===== src/atc_pkg.sv =====
// atc_pkg: register map, control bit layout, timing and carrier types of the drive port
package atc_pkg;
  // register byte addresses
  localparam logic [7:0] ADDR_HIGH_BYTE = 8'hDB;
  localparam logic [7:0] ADDR_LOW_BYTE = 8'hDC;
  localparam logic [7:0] ADDR_CTRL = 8'hDD;
  localparam logic [7:0] ADDR_UDMA_TIM = 8'hDE;
  localparam logic [7:0] ADDR_CNT0 = 8'hE1;
  localparam logic [7:0] ADDR_CNT1 = 8'hE2;
  localparam logic [7:0] ADDR_CNT2 = 8'hE3;
  localparam logic [7:0] ADDR_CNT3 = 8'hE4;
  // drive_port_control bit positions
  localparam int CTL_OUT_EN = 7;
  localparam int CTL_PIO_DONE = 6;
  localparam int CTL_CANCEL = 5;
  localparam int CTL_ERR = 4;
  localparam int CTL_ALT = 3;
  localparam int CTL_HANDS = 2;
  localparam int CTL_RSVD = 1;
  localparam int CTL_UDMA = 0;
  localparam logic [7:0] BYTE_ZERO = 8'h00;
  localparam logic [31:0] CNT_ZERO = 32'h0000_0000;
  localparam logic [31:0] CNT_ONE = 32'h0000_0001;
  localparam logic [31:0] CNT_WORD = 32'h0000_0002;
  localparam logic [2:0] TIM_MODE4 = 3'h4;
  localparam logic [2:0] ALT_STATUS_SEL = 3'h6;
  // timing: ns figures, cycles derived from the 250 MHz clock, least times round up
  localparam int CLK_MHZ = 250;
  localparam int PIO_STROBE_NS = 120;
  localparam int PIO_RECOVER_NS = 70;
  localparam int MWDMA_CT_NS = 120;
  localparam int UDMA0_CT_NS = 267;
  localparam int UDMA1_CT_NS = 167;
  localparam int UDMA2_CT_NS = 133;
  localparam int UDMA3_CT_NS = 100;
  localparam int UDMA4_CT_NS = 66;
  localparam logic [7:0] PIO_STROBE_CYC = 8'((PIO_STROBE_NS * CLK_MHZ + 999) / 1000);
  localparam logic [7:0] PIO_RECOVER_CYC = 8'((PIO_RECOVER_NS * CLK_MHZ + 999) / 1000);
  localparam logic [7:0] MWDMA_CYC = 8'((MWDMA_CT_NS * CLK_MHZ + 999) / 1000);
  localparam logic [7:0] UDMA0_CYC = 8'((UDMA0_CT_NS * CLK_MHZ + 999) / 1000);
  localparam logic [7:0] UDMA1_CYC = 8'((UDMA1_CT_NS * CLK_MHZ + 999) / 1000);
  localparam logic [7:0] UDMA2_CYC = 8'((UDMA2_CT_NS * CLK_MHZ + 999) / 1000);
  localparam logic [7:0] UDMA3_CYC = 8'((UDMA3_CT_NS * CLK_MHZ + 999) / 1000);
  localparam logic [7:0] UDMA4_CYC = 8'((UDMA4_CT_NS * CLK_MHZ + 999) / 1000);
  localparam logic [7:0] TIMER_ONE = 8'h01;
  localparam logic [7:0] TIMER_ZERO = 8'h00;

  // engine states, gray along idle -> pio strobe -> pio recover; recover -> idle changes both bits
  typedef enum logic [1:0] {
    ST_IDLE = 2'b00,
    ST_PIO_STROBE = 2'b01,
    ST_PIO_RECOVER = 2'b11,
    ST_DMA_STROBE = 2'b10
  } atc_state_t;

  // drive-facing output pins
  typedef struct packed {
    logic [2:0] driveRegisterSelect;
    logic driveReadStrobeN;
    logic driveWriteStrobeN;
    logic driveSelect0N;
    logic driveSelect1N;
    logic driveDmaAck;
    logic [15:0] driveDataBus;
  } atc_drive_out_t;

  // output enables: control pins, data bus
  typedef struct packed {
    logic ctrlOe;
    logic dataOe;
  } atc_drive_oe_t;

  // one PIO access request from the microcontroller side
  typedef struct packed {
    logic write;
    logic altBlock;
    logic [2:0] regSel;
    logic [7:0] lowData;
  } atc_pio_req_t;
endpackage


===== src/atc_transfer_control.sv =====
// atc_transfer_control: drive port control, PIO return data and bulk byte counter
`timescale 1ns/10ps
module atc_transfer_control
  import atc_pkg::*;
#(
  parameter int BUF_BYTES = 512
) (
  // clock and reset
  input wire logic clk,
  input wire logic rst_n,
  // register port
  input wire logic [7:0] regAddr,
  input wire logic [7:0] regWdata,
  input wire logic regWr,
  input wire logic regRd,
  output logic [7:0] regRdata,
  // PIO request from the microcontroller bridge
  input wire logic pioReq,
  input wire atc_pio_req_t pioCmd,
  output logic registerAccessDone,
  // bulk data path
  input wire logic xferToDrive,
  input wire logic [15:0] dmaWrData,
  input wire logic xferStop,
  output logic [15:0] dmaRdData,
  output logic dmaWordValid,
  output logic xferBusy,
  output logic bufferSelect,
  output logic bufferAlternateEnable,
  output logic handsFreeTransferEnable,
  output logic drive0UdmaEnable,
  // drive pins
  input wire logic driveDmaReq,
  input wire logic [15:0] driveDataIn,
  output atc_drive_out_t driveOut,
  output atc_drive_oe_t driveOe
);

  // elaboration check: the A/B fill counter wraps by compare, so the size must be a power of two
  if (BUF_BYTES < 2 || (BUF_BYTES & (BUF_BYTES - 1)) != 0) begin : g_bad_buf
    $error("BUF_BYTES must be a power of two of at least 2");
  end

  localparam int BW = $clog2(BUF_BYTES);

  atc_state_t state_r;
  logic [7:0] timer_r;
  logic [7:0] lowByte_r;
  logic [7:0] highByte_r;
  logic [31:0] count_r;
  logic [2:0] udmaTiming_r;
  logic outEn_r;
  logic pioDone_r;
  logic cancel_r;
  logic err_r;
  logic alt_r;
  logic hands_r;
  logic udma_r;
  logic active_r;
  logic bufSel_r;
  logic [BW:0] bufFill_r;
  logic [7:0] regRdata_r;
  atc_pio_req_t pio_r;
  logic [2:0] reqSync_r;
  logic [15:0] dataSync1_r;
  logic [15:0] dataSync2_r;
  logic [15:0] dataSync3_r;
  logic [15:0] dataSeen_r;
  logic [15:0] dmaRdData_r;
  logic dmaWordValid_r;
  atc_drive_out_t driveOut_r;
  atc_drive_oe_t driveOe_r;

  logic wrCtrl, wrCnt0, pioStart, pioFinish, wordDone, earlyEnd, dmaStart;
  logic [7:0] dmaCyc;
  logic [31:0] countDec;

  // decoded write strobes and engine events
  assign wrCtrl = regWr && regAddr == ADDR_CTRL;
  assign wrCnt0 = regWr && regAddr == ADDR_CNT0;
  assign pioStart = state_r == ST_IDLE && pioReq;
  assign dmaStart = state_r == ST_IDLE && !pioReq && active_r && reqSync_r[2] && reqSync_r[1];
  assign pioFinish = state_r == ST_PIO_RECOVER && timer_r == TIMER_ONE;
  assign wordDone = state_r == ST_DMA_STROBE && timer_r == TIMER_ONE && active_r;
  assign earlyEnd = active_r && (xferStop || (wrCtrl && regWdata[CTL_CANCEL]));
  assign countDec = (count_r >= CNT_WORD) ? count_r - CNT_WORD : CNT_ZERO;

  // strobe length per word; reserved timing codes fall back to the slowest mode
  always_comb begin
    dmaCyc = MWDMA_CYC;
    if (udma_r) begin
      case (udmaTiming_r)
        3'h0: dmaCyc = UDMA0_CYC;
        3'h1: dmaCyc = UDMA1_CYC;
        3'h2: dmaCyc = UDMA2_CYC;
        3'h3: dmaCyc = UDMA3_CYC;
        TIM_MODE4: dmaCyc = UDMA4_CYC;
        default: dmaCyc = UDMA0_CYC;
      endcase
    end
  end

  // pin synchronisers: only the second and third stages are ever compared
  always_ff @(posedge clk or negedge rst_n) begin
    if (!rst_n) begin
      reqSync_r <= 3'h0;
      dataSync1_r <= 16'h0000;
      dataSync2_r <= 16'h0000;
      dataSync3_r <= 16'h0000;
      dataSeen_r <= 16'h0000;
    end else begin
      reqSync_r <= {reqSync_r[1:0], driveDmaReq};
      dataSync1_r <= driveDataIn;
      dataSync2_r <= dataSync1_r;
      dataSync3_r <= dataSync2_r;
      if (dataSync2_r == dataSync3_r) begin
        dataSeen_r <= dataSync3_r;
      end
    end
  end

  // access engine: a PIO request wins over a pending DMA word
  always_ff @(posedge clk or negedge rst_n) begin
    if (!rst_n) begin
      state_r <= ST_IDLE;
      timer_r <= TIMER_ZERO;
      pio_r <= '0;
    end else begin
      case (state_r)
        ST_IDLE: begin
          if (pioStart) begin
            state_r <= ST_PIO_STROBE;
            timer_r <= PIO_STROBE_CYC;
            pio_r <= pioCmd;
          end else if (dmaStart) begin
            state_r <= ST_DMA_STROBE;
            timer_r <= dmaCyc;
          end
        end
        ST_PIO_STROBE: begin
          if (timer_r == TIMER_ONE) begin
            state_r <= ST_PIO_RECOVER;
            timer_r <= PIO_RECOVER_CYC;
          end else begin
            timer_r <= timer_r - TIMER_ONE;
          end
        end
        ST_PIO_RECOVER: begin
          if (timer_r == TIMER_ONE) begin
            state_r <= ST_IDLE;
          end else begin
            timer_r <= timer_r - TIMER_ONE;
          end
        end
        ST_DMA_STROBE: begin
          // an abort cuts the strobe short
          if (timer_r == TIMER_ONE || !active_r || earlyEnd) begin
            state_r <= ST_IDLE;
            timer_r <= TIMER_ZERO;
          end else begin
            timer_r <= timer_r - TIMER_ONE;
          end
        end
        default: begin
          state_r <= ST_IDLE;
          timer_r <= TIMER_ZERO;
        end
      endcase
    end
  end

  // pins registered from the engine state; everything floats while output enable is low
  always_ff @(posedge clk or negedge rst_n) begin
    if (!rst_n) begin
      driveOut_r <= '{driveRegisterSelect: 3'h0, driveReadStrobeN: 1'b1,
                      driveWriteStrobeN: 1'b1, driveSelect0N: 1'b1, driveSelect1N: 1'b1,
                      driveDmaAck: 1'b0, driveDataBus: 16'h0000};
      driveOe_r <= '0;
    end else begin
      driveOut_r.driveRegisterSelect <= pio_r.regSel;
      driveOut_r.driveSelect0N <= !(state_r != ST_IDLE && state_r != ST_DMA_STROBE
                                    && !pio_r.altBlock);
      driveOut_r.driveSelect1N <= !(state_r != ST_IDLE && state_r != ST_DMA_STROBE
                                    && pio_r.altBlock);
      driveOut_r.driveReadStrobeN <= !((state_r == ST_PIO_STROBE && !pio_r.write)
                                       || (state_r == ST_DMA_STROBE && !xferToDrive));
      driveOut_r.driveWriteStrobeN <= !((state_r == ST_PIO_STROBE && pio_r.write)
                                        || (state_r == ST_DMA_STROBE && xferToDrive));
      driveOut_r.driveDmaAck <= state_r == ST_DMA_STROBE;
      // word writes carry the preloaded high byte
      driveOut_r.driveDataBus <= (state_r == ST_DMA_STROBE) ? dmaWrData
                                 : {highByte_r, pio_r.lowData};
      driveOe_r.ctrlOe <= outEn_r;
      driveOe_r.dataOe <= outEn_r && ((state_r == ST_DMA_STROBE && xferToDrive)
                          || (state_r != ST_IDLE && state_r != ST_DMA_STROBE && pio_r.write));
    end
  end

  // PIO return bytes land at the end of the read strobe, before the done flag
  always_ff @(posedge clk or negedge rst_n) begin
    if (!rst_n) begin
      lowByte_r <= BYTE_ZERO;
      highByte_r <= BYTE_ZERO;
    end else begin
      if (state_r == ST_PIO_STROBE && timer_r == TIMER_ONE && !pio_r.write) begin
        lowByte_r <= dataSeen_r[7:0];
        if (!pio_r.altBlock && pio_r.regSel == 3'h0) begin
          highByte_r <= dataSeen_r[15:8];
        end
      end else if (regWr && regAddr == ADDR_LOW_BYTE) begin
        lowByte_r <= regWdata;
      end else if (regWr && regAddr == ADDR_HIGH_BYTE) begin
        highByte_r <= regWdata;
      end
    end
  end

  // completion flag: the hardware set wins over a same-cycle write-one clear
  always_ff @(posedge clk or negedge rst_n) begin
    if (!rst_n) begin
      pioDone_r <= 1'b0;
    end else if (pioFinish) begin
      pioDone_r <= 1'b1;
    end else if (pioStart || (wrCtrl && regWdata[CTL_PIO_DONE])) begin
      pioDone_r <= 1'b0;
    end
  end

  // plain control bits; a one written to hands-free forces toggling on as well
  always_ff @(posedge clk or negedge rst_n) begin
    if (!rst_n) begin
      outEn_r <= 1'b0;
      alt_r <= 1'b0;
      hands_r <= 1'b0;
      udma_r <= 1'b0;
      udmaTiming_r <= 3'h0;
    end else begin
      if (wrCtrl) begin
        outEn_r <= regWdata[CTL_OUT_EN];
        alt_r <= regWdata[CTL_ALT] || regWdata[CTL_HANDS];
        hands_r <= regWdata[CTL_HANDS];
        udma_r <= regWdata[CTL_UDMA];
      end
      if (regWr && regAddr == ADDR_UDMA_TIM) begin
        udmaTiming_r <= regWdata[2:0];
      end
    end
  end

  // byte counter and transfer status; an error event wins over an init in the same cycle
  always_ff @(posedge clk or negedge rst_n) begin
    if (!rst_n) begin
      count_r <= CNT_ZERO;
      active_r <= 1'b0;
      cancel_r <= 1'b0;
      err_r <= 1'b0;
    end else begin
      if (wrCnt0) begin
        count_r[7:0] <= regWdata;
        active_r <= 1'b1;
        cancel_r <= 1'b0;
        err_r <= 1'b0;
      end else if (regWr && regAddr == ADDR_CNT1) begin
        count_r[15:8] <= regWdata;
      end else if (regWr && regAddr == ADDR_CNT2) begin
        count_r[23:16] <= regWdata;
      end else if (regWr && regAddr == ADDR_CNT3) begin
        count_r[31:24] <= regWdata;
      end else if (wordDone) begin
        count_r <= countDec;
        if (countDec == CNT_ZERO) begin
          active_r <= 1'b0;
        end
      end else if (active_r && count_r == CNT_ZERO) begin
        active_r <= 1'b0;
      end
      if (wrCtrl && regWdata[CTL_CANCEL]) begin
        cancel_r <= 1'b1;
      end
      if (earlyEnd) begin
        active_r <= 1'b0;
        err_r <= 1'b1;
      end
    end
  end

  // A/B buffer record: stepped only by moved bytes, so an error freezes it
  always_ff @(posedge clk or negedge rst_n) begin
    if (!rst_n) begin
      bufSel_r <= 1'b0;
      bufFill_r <= '0;
    end else if (wrCnt0) begin
      bufFill_r <= '0;
    end else if (wordDone && alt_r) begin
      if (bufFill_r + (BW + 1)'(2) >= (BW + 1)'(BUF_BYTES)) begin
        bufFill_r <= '0;
        bufSel_r <= !bufSel_r;
      end else begin
        bufFill_r <= bufFill_r + (BW + 1)'(2);
      end
    end
  end

  // bulk read words handed on as they finish
  always_ff @(posedge clk or negedge rst_n) begin
    if (!rst_n) begin
      dmaRdData_r <= 16'h0000;
      dmaWordValid_r <= 1'b0;
    end else begin
      dmaWordValid_r <= wordDone;
      if (wordDone && !xferToDrive) begin
        dmaRdData_r <= dataSeen_r;
      end
    end
  end

  // read data one cycle after the strobe; unmapped addresses read zero
  always_ff @(posedge clk or negedge rst_n) begin
    if (!rst_n) begin
      regRdata_r <= BYTE_ZERO;
    end else if (regRd) begin
      case (regAddr)
        ADDR_HIGH_BYTE: regRdata_r <= highByte_r;
        ADDR_LOW_BYTE: regRdata_r <= lowByte_r;
        ADDR_CTRL: regRdata_r <= {outEn_r, pioDone_r, cancel_r, err_r, alt_r, hands_r,
                                  1'b1, udma_r};
        ADDR_UDMA_TIM: regRdata_r <= {5'h00, udmaTiming_r};
        ADDR_CNT0: regRdata_r <= count_r[7:0];
        ADDR_CNT1: regRdata_r <= count_r[15:8];
        ADDR_CNT2: regRdata_r <= count_r[23:16];
        ADDR_CNT3: regRdata_r <= count_r[31:24];
        default: regRdata_r <= BYTE_ZERO;
      endcase
    end else begin
      regRdata_r <= BYTE_ZERO;
    end
  end

  assign regRdata = regRdata_r;
  assign registerAccessDone = pioDone_r;
  assign dmaRdData = dmaRdData_r;
  assign dmaWordValid = dmaWordValid_r;
  assign xferBusy = active_r;
  assign bufferSelect = bufSel_r;
  assign bufferAlternateEnable = alt_r;
  assign handsFreeTransferEnable = hands_r;
  assign drive0UdmaEnable = udma_r;
  assign driveOut = driveOut_r;
  assign driveOe = driveOe_r;
endmodule // atc_transfer_control


===== config.mk =====
export PLATFORM = sky130hd
export DESIGN_NAME = atc_transfer_control
export DESIGN_NICKNAME = d
export VERILOG_FILES = /design/src/atc_pkg.sv /design/src/atc_transfer_control.sv
export SDC_FILE = /design/constraint.sdc
export NUM_CORES = 1
export LEC_CHECK = 0
export CAP_MARGIN = 30
export CORE_MARGIN = 3
export CORE_UTILIZATION = 25
export DETAILED_ROUTE_END_ITERATION = 10
export DONT_BUFFER_PORTS = 1
export GPL_TIMING_DRIVEN = 0
export SETUP_SLACK_MARGIN = 0.02
export SLEW_MARGIN = 20
export SYNTH_ARGS = -nofsm -noshare
export SYNTH_HDL_FRONTEND = slang
export SYNTH_SLANG_ARGS = --single-unit

===== constraint.sdc =====
create_clock -name clk -period 3.1 [get_ports clk]
set_input_delay 0.155 -clock clk [delete_from_list [all_inputs] [get_ports clk]]
set_output_delay 0.155 -clock clk [all_outputs]
set_load 0.05 [all_outputs]

==> results.md, run 1 <==
- Antenna violations before repair: 2
- Total leakage power: 4.92 nW
- GRT Resource Usage Total: 0.139
- Primary flip-flop cell chosen by synthesis mapping: dfrtp_1
- Worst R2R Path Depth: 8
- Floorplan Core Area: 0.0387 mm^2
- Maximum net fanout on the critical path: 8
- Hold Path Class: in -> async
- DIE WIDTH: 204 um
- Area growth from synthesis to layout: 20.1%
- Flop-to-flop setup slack: 0.23 ns
- Number of enable-type register cells in the synthesized netlist: 0
- Clock tree from TritonCTS: done
- Post-layout minimum cycle time: 2.87 ns
- Arrival time worst endpoint: 3.27 ns
- Count of warnings emitted by yosys: 0
- Transition time of the tightest slew-check pin: 0.860 ns
- Class of the most critical setup path: reg -> reg
- Initial cell density of the core: 0.254
- Number of buffer cells added on primary ports: 0
- Via count of the first global-routing pass: 7622
- Overflow left after global routing: 0
- Most common library cell in the layout ignoring fill and taps: dfrtp_1
- Die Area: 0.0418 mm^2
- CP Capture Type: flip-flop
- Non-Filler Instances: 1513
- Antenna Violating Nets Remaining: 0
- Total wire length after detailed routing: 29400 um
- Post-layout worst setup margin: 0.230 ns
- Cell breakdown of the critical path: clkbuf_1 -> nor3_2 -> nand3_2 -> or3_4 -> xor2_1 -> o2111ai_1 -> nor4_2 -> o211ai_2
- Flip-flop and latch count after synthesis: 210
- End of the critical path: xferBusy
- Cts bufs inserted: 23
- Most area-hungry cell type in the Yosys netlist: dfrtp_1
- Number of core rows: 72
- DR iter-0 viols: 764
- CP max stage cell: nor3_2
- Setup repair after global routing missed its margin: false
- Post-synthesis area per instance: 11.0 um^2
- Commonest non-fill, non-tap cells in the layout: 206 x dfrtp_1, 71 x mux2_2, 68 x a21oi_1
- Count of mapped cells out of synthesis: 897
- Power density cells: 665 mW/mm^2
- Hold_buf cts: 56
- HPWL reported at the end of detailed placement: 20900 um
- Number of placed cells counting well taps: 1415
- Die height: 204 um
- Worst setup SP type: flip-flop
- Boundary pin count: 126
- Clock Root Buffer: clkbuf_16
- Number of search-and-repair iterations in the first detailed-routing pass: 6
- Number of nets in the final layout: 1052
- Max transition margin: 0.422
- Number of max-cap violations: 0
- Min Hold Slack: -0.635 ns
- Proportion of synthesized flip-flops having asynchronous set or reset: 1.00
- Number of endpoints failing setup at the final stage: 0
- Largest net degree at the start of global routing: 211
- Count of inserted antenna diode cells: 0
- Crit Reg-Reg Endpoint: xferBusy
- Synthesized area: 0.00984 mm^2
- Max Clock Skew: 0.0230 ns
- Failing checks: negative hold slack
- DR WL/cell: 19.4 um
- Clock net sink count: 210
- Routability congestion estimate: 0.924
- Largest stage delay on the critical path: 0.60 ns
- Final Cycle Share: 0.926
- Minimum setup slack after placement: -0.0717 ns
- RR Startpoint: count_r[5]
- Main area contributors after synthesis: dfrtp_1 52%, mux2_2 8.1%, a21oi_1 3.5%
- Avg Vias per Cell: 4.96
- Seq/Total Area, Yosys: 0.534
- Post-synth cell types: 81
- H-tree Lvls: 1
- DRC Markers: 0
- CTS max path bufs: 3
- Crit. Startpoint: count_r[5]
- Global-route wire length before repair: 45500 um
- Source-to-sink clock delay at the later pin of the worst-skew pair: 0.52 ns
- Clock-pin slew on the worst setup and hold paths: 0.07 ns
- Area share of the largest cell type after synthesis: 0.524
- Via count: 7512
- Final max-slew violation count: 0
- Crit path required time: 3.50 ns
- Result of the run: finished with violations
- Highest clock rate: 348 MHz
- Worst IR Drop VDD: 0.408 mV
- Number of hold violations in the final report: 210
- Synth Net Count: 970
- Share of cells above drive strength 1: 0.172
==> state kept, by name, summed over array words and instances (netlist names), 2 cells and up <==
register	flops
count_r	32
driveOut	24
dataSeen_r	16
dataSync1_r	16
dataSync2_r	16
dataSync3_r	16
dmaRdData	16
pio_r	13
bufFill_r	9
highByte_r	8
lowByte_r	8
regRdata	8
timer_r	8
reqSync_r	3
udmaTiming_r	3
driveOe	2
state_r	2
==> stage by stage <==
step | instance area [um^2] | hold slack, ns | power, mW | util | setup TNS, ns
2_1_floorplan | 9840 | -0.141 | 4.65 | - | 0
3_3_place_gp | 10500 | -0.118 | 5.02 | 0.271 | -0.0604
3_5_place_dp | 10500 | -0.118 | 5.05 | 0.271 | -0.0717
4_1_cts | 11800 | -0.666 | 7.92 | 0.305 | 0
5_1_grt | 11800 | -0.664 | 8.25 | 0.305 | 0
6_report | 11800 | -0.635 | 7.86 | 0.305 | 0
==> metal layers <==
metal / track usage / part of all wire
met2: 0.222 / 0.46
met5: 0 / 0.0014
met4: 0.0398 / 0.028
met3: 0.0389 / 0.098
met1: 0.186 / 0.42
==> where the power goes <==
part	total, mW	switching, mW	internal (mW)
combinational	1.25	0.689	0.559
clock	2.75	1.14	1.61
sequential	3.86	0.758	3.10
==> what timing repair did <==
item | 4_1_cts | 5_1_grt
resized for setup | 1 | 1
setup endpoints to repair | 1 | 1
pin swaps | 0 | 1
setup buffers | 0 | 1
endpoints found under the hold margin | 306 | 210
==> Yosys cell counts, types with 5 or more instances <==
cell type / instances
a222oi_1: 6
clkbuf_1: 25
a22oi_1: 10
mux2_2: 71
a32oi_1: 6
and3_1: 6
and2_1: 8
buf_2: 11
nand3_1: 13
inv_1: 16
xnor2_1: 24
nor4_4: 7
nand2b_1: 15
buf_4: 5
nor3_1: 25
nor2_1: 67
nor3b_1: 6
o21ai_1: 28
o21ai_0: 51
nor2b_1: 10
xor2_1: 7
dfrtp_1: 206
nand2_1: 55
mux2i_1: 20
nor4_1: 14
a22o_1: 5
a21oi_1: 68
a31oi_1: 13
nand4_1: 9
o22ai_1: 7
==> worst max-delay path: cells and delay by family (launching register included) <==
| family | cells | cell delay, ns |
|---|---|---|
| AND/OR/NAND/NOR | 4 | 1.75 |
| AO/OA/AOI/OAI | 2 | 0.27 |
| XOR/XNOR | 1 | 0.17 |
| buffers and inverters | 1 | 0.19 |
| flip-flops | 1 | 0.36 |
==> area by class of cell <==
type,count,area [um^2]
multi-input combinational,626,4320
timing repair buffer,57,568
fill,3946,26900
clock buffer,29,628
clock inverter,12,125
sequential,210,5260
buffer,44,205
inverter,17,66.3
tap,518,648
==> how the worst min path moves through the flow <==
stage               startpoint        endpoint  cells past startpoint  slack (ns)
floorplan                rst_n    bufFill_r[1]                      0       -0.14
finish                   rst_n  dataSync1_r[2]                      0       -0.64
global route             rst_n    dmaRdData[3]                      0       -0.66
CTS                      rst_n     count_r[20]                      0       -0.67
detailed placement       rst_n  dataSync1_r[3]                      0       -0.12
global placement         rst_n  dataSync1_r[2]                      0       -0.12
==> logic make-up after synthesis <==
group                      count (synthesis)  share of synthesized area
adders and majority gates                  4                    0.00508
muxes                                     93                      0.104
buffers and inverters                     61                     0.0276
AOI/OAI and AO/OA                        223                      0.138
and+or+nand+nor                          275                      0.164
DFF                                      210                      0.534
xor gates and xnor gates                  31                     0.0276
No activity file was read; power rests on OpenSTA's default activity.
==> inputs of run 2 (changes only) <==
ABC_CLOCK_PERIOD_IN_PS = 3310   (was default)
clock period = 3.31 ns   (was 3.1 ns; I/O delays follow)
==> run 2 against run 1 <==
The run still ends with negative hold slack left; critical endpoint unchanged; cell area is 0.11% lower; non-clock buffer count is 1 lower; clock power is 6% lower.
==> results.md, run 2 (synthesized netlist as in run 1, its figures left out) <==
- Routability congestion estimate: 0.924 (unchanged)
- Worst setup SP type: flip-flop (unchanged)
- CTS max path bufs: 3 (unchanged)
- Hold Path Class: in -> async (unchanged)
- Die height: 204 um (unchanged)
- Number of buffer cells added on primary ports: 0 (unchanged)
- Arrival time worst endpoint: 3.49 ns (was 3.27 ns)
- Max transition margin: 0.414 (was 0.422)
- Clock-pin slew on the worst setup and hold paths: 0.07 ns (about the same)
- Largest stage delay on the critical path: 0.48 ns (was 0.60 ns)
- Result of the run: finished with violations (unchanged)
- Crit path required time: 3.72 ns (was 3.50 ns)
- Global-route wire length before repair: 45500 um (about the same)
- Total wire length after detailed routing: 29400 um (about the same)
- Total leakage power: 4.92 nW (about the same)
- Flop-to-flop setup slack: 0.22 ns (was 0.23 ns)
- DRC Markers: 0 (unchanged)
- Failing checks: negative hold slack (unchanged)
- Maximum net fanout on the critical path: 10 (was 8)
- CP Capture Type: flip-flop (unchanged)
- Final Cycle Share: 0.932 (was 0.926)
- Overflow left after global routing: 0 (unchanged)
- Min Hold Slack: -0.624 ns (was -0.635 ns)
- Highest clock rate: 324 MHz (was 348 MHz)
- Count of inserted antenna diode cells: 0 (unchanged)
- Class of the most critical setup path: reg -> reg (unchanged)
- Initial cell density of the core: 0.254 (unchanged)
- Die Area: 0.0418 mm^2 (unchanged)
- Number of hold violations in the final report: 210 (unchanged)
- Max Clock Skew: 0.0249 ns (was 0.0230 ns)
- Floorplan Core Area: 0.0387 mm^2 (unchanged)
- Post-layout minimum cycle time: 3.09 ns (was 2.87 ns)
- Transition time of the tightest slew-check pin: 0.872 ns (was 0.860 ns)
- Crit Reg-Reg Endpoint: xferBusy (unchanged)
- GRT Resource Usage Total: 0.139 (about the same)
- Number of nets in the final layout: 1051 (was 1052)
- Avg Vias per Cell: 5.01 (was 4.96)
- RR Startpoint: count_r[1] (was count_r[5])
- Cell breakdown of the critical path: inv_1 -> ha_1 -> nor2b_1 -> nand4_1 -> buf_2 -> nor3_1 -> xnor2_1 -> o2111ai_1 -> nor4_2 -> o211ai_2 (was clkbuf_1 -> nor3_2 -> nand3_2 -> or3_4 -> xor2_1 -> o2111ai_1 -> nor4_2 -> o211ai_2)
- Largest net degree at the start of global routing: 211 (unchanged)
- Antenna violations before repair: 2 (unchanged)
- Max FFs per register: 32 (unchanged)
- Number of endpoints failing setup at the final stage: 0 (unchanged)
- Summed negative setup slack over all endpoints: 0 ns (unchanged)
- Share of cells above drive strength 1: 0.170 (was 0.172)
- CP max stage cell: dfrtp_1 (was nor3_2)
- Via count: 7569 (was 7512)
- DR WL/cell: 19.5 um (was 19.4 um)
- Setup repair after global routing missed its margin: false (unchanged)
- Area growth from synthesis to layout: 20.0% (was 20.1%)
- Boundary pin count: 126 (unchanged)
- Final max-slew violation count: 0 (unchanged)
- Clock tree from TritonCTS: done (unchanged)
- Most common library cell in the layout ignoring fill and taps: dfrtp_1 (unchanged)
- HPWL reported at the end of detailed placement: 20900 um (unchanged)
- Commonest non-fill, non-tap cells in the layout: 206 x dfrtp_1, 71 x mux2_2, 68 x a21oi_1 (unchanged)
- H-tree Lvls: 1 (unchanged)
- Cts bufs inserted: 23 (unchanged)
- Hold_buf cts: 56 (unchanged)
- DR iter-0 viols: 807 (was 764)
- Antenna Violating Nets Remaining: 0 (unchanged)
- Register name with the most flops: count_r (unchanged)
- Clock net sink count: 210 (unchanged)
- Power density cells: 622 mW/mm^2 (was 665 mW/mm^2)
- Number of core rows: 72 (unchanged)
- Number of max-cap violations: 0 (unchanged)
- Number of search-and-repair iterations in the first detailed-routing pass: 7 (was 6)
- DIE WIDTH: 204 um (unchanged)
- Worst R2R Path Depth: 10 (was 8)
- Source-to-sink clock delay at the later pin of the worst-skew pair: 0.52 ns (about the same)
- Worst IR Drop VDD: 0.382 mV (was 0.408 mV)
- Via count of the first global-routing pass: 7614 (was 7622)
- Clock Root Buffer: clkbuf_16 (unchanged)
## run 2: cell types whose count changed in the layout (fill, tap and decap cells not counted)
cell | previous run | this run
nor3_1 | 24 | 25
nor3_2 | 2 | 1
buf_4 | 6 | 5
## run 2: worst max path at each step
stage | from | endpoint | slack, ns | cells after the start
4_1_cts | count_r[1] | xferBusy | 0.12 | 10
5_1_grt | count_r[1] | xferBusy | 0.08 | 10
2_1_floorplan | count_r[1] | xferBusy | 0.97 | 10
3_5_place_dp | count_r[1] | xferBusy | 0.14 | 10
6_report | count_r[1] | xferBusy | 0.22 | 10
3_3_place_gp | count_r[1] | xferBusy | 0.15 | 10
## run 2: report_power, final
part           internal (mW)  leakage, nW  switching, mW
clock network           1.51        0.371           1.07
registers               2.91         2.68          0.708
logic                  0.516         1.87          0.641
total                   4.93         4.92           2.42
## run 2: worst max-delay path: cells and delay by family, from the launching register on
family                     cells  cell delay [ns]
and+or+nand+nor                4             1.42
adders and majority gates      1             0.20
buffers and inverters          2             0.42
xor gates and xnor gates       1             0.18
AOI/OAI and AO/OA              2             0.26
DFF                            1             0.48
## run 2: through the flow
step | instances | setup WS (ns) | util | instance area [um^2] | total power, mW
finish | 1512 | 0.224 | 0.305 | 11800 | 7.35
global route | 1512 | 0.0830 | 0.305 | 11800 | 7.71
CTS | 1512 | 0.120 | 0.305 | 11800 | 7.42
detailed placement | 1415 | 0.138 | 0.271 | 10500 | 4.73
global placement | 1415 | 0.150 | 0.271 | 10500 | 4.70
floorplan | 897 | 0.973 | - | 9840 | 4.35
## run 2: area by class of cell
class	count	area (um^2)
multi-input cells	626	4320
clock inverters	12	125
repair buffers	56	561
plain buffers	44	205
inverters	17	66.3
fillers	3947	26900
clock buffers	29	628
flip-flops and latches	210	5260
well taps	518	648
## run 2: routing by layer
| metal | global-route usage | wire [um] |
|---|---|---|
| met5 | 0 | 40 |
| met4 | 0.0408 | 800 |
| met3 | 0.0390 | 2760 |
| met2 | 0.221 | 13400 |
| met1 | 0.186 | 12400 |
## run 2: timing repair
| item | in CTS | in global routing |
|---|---|---|
| endpoints found under the setup margin | 0 | 1 |
| hold endpoints to repair | 304 | 210 |
| resized for setup | 0 | 1 |
| buffers inserted | 0 | 0 |
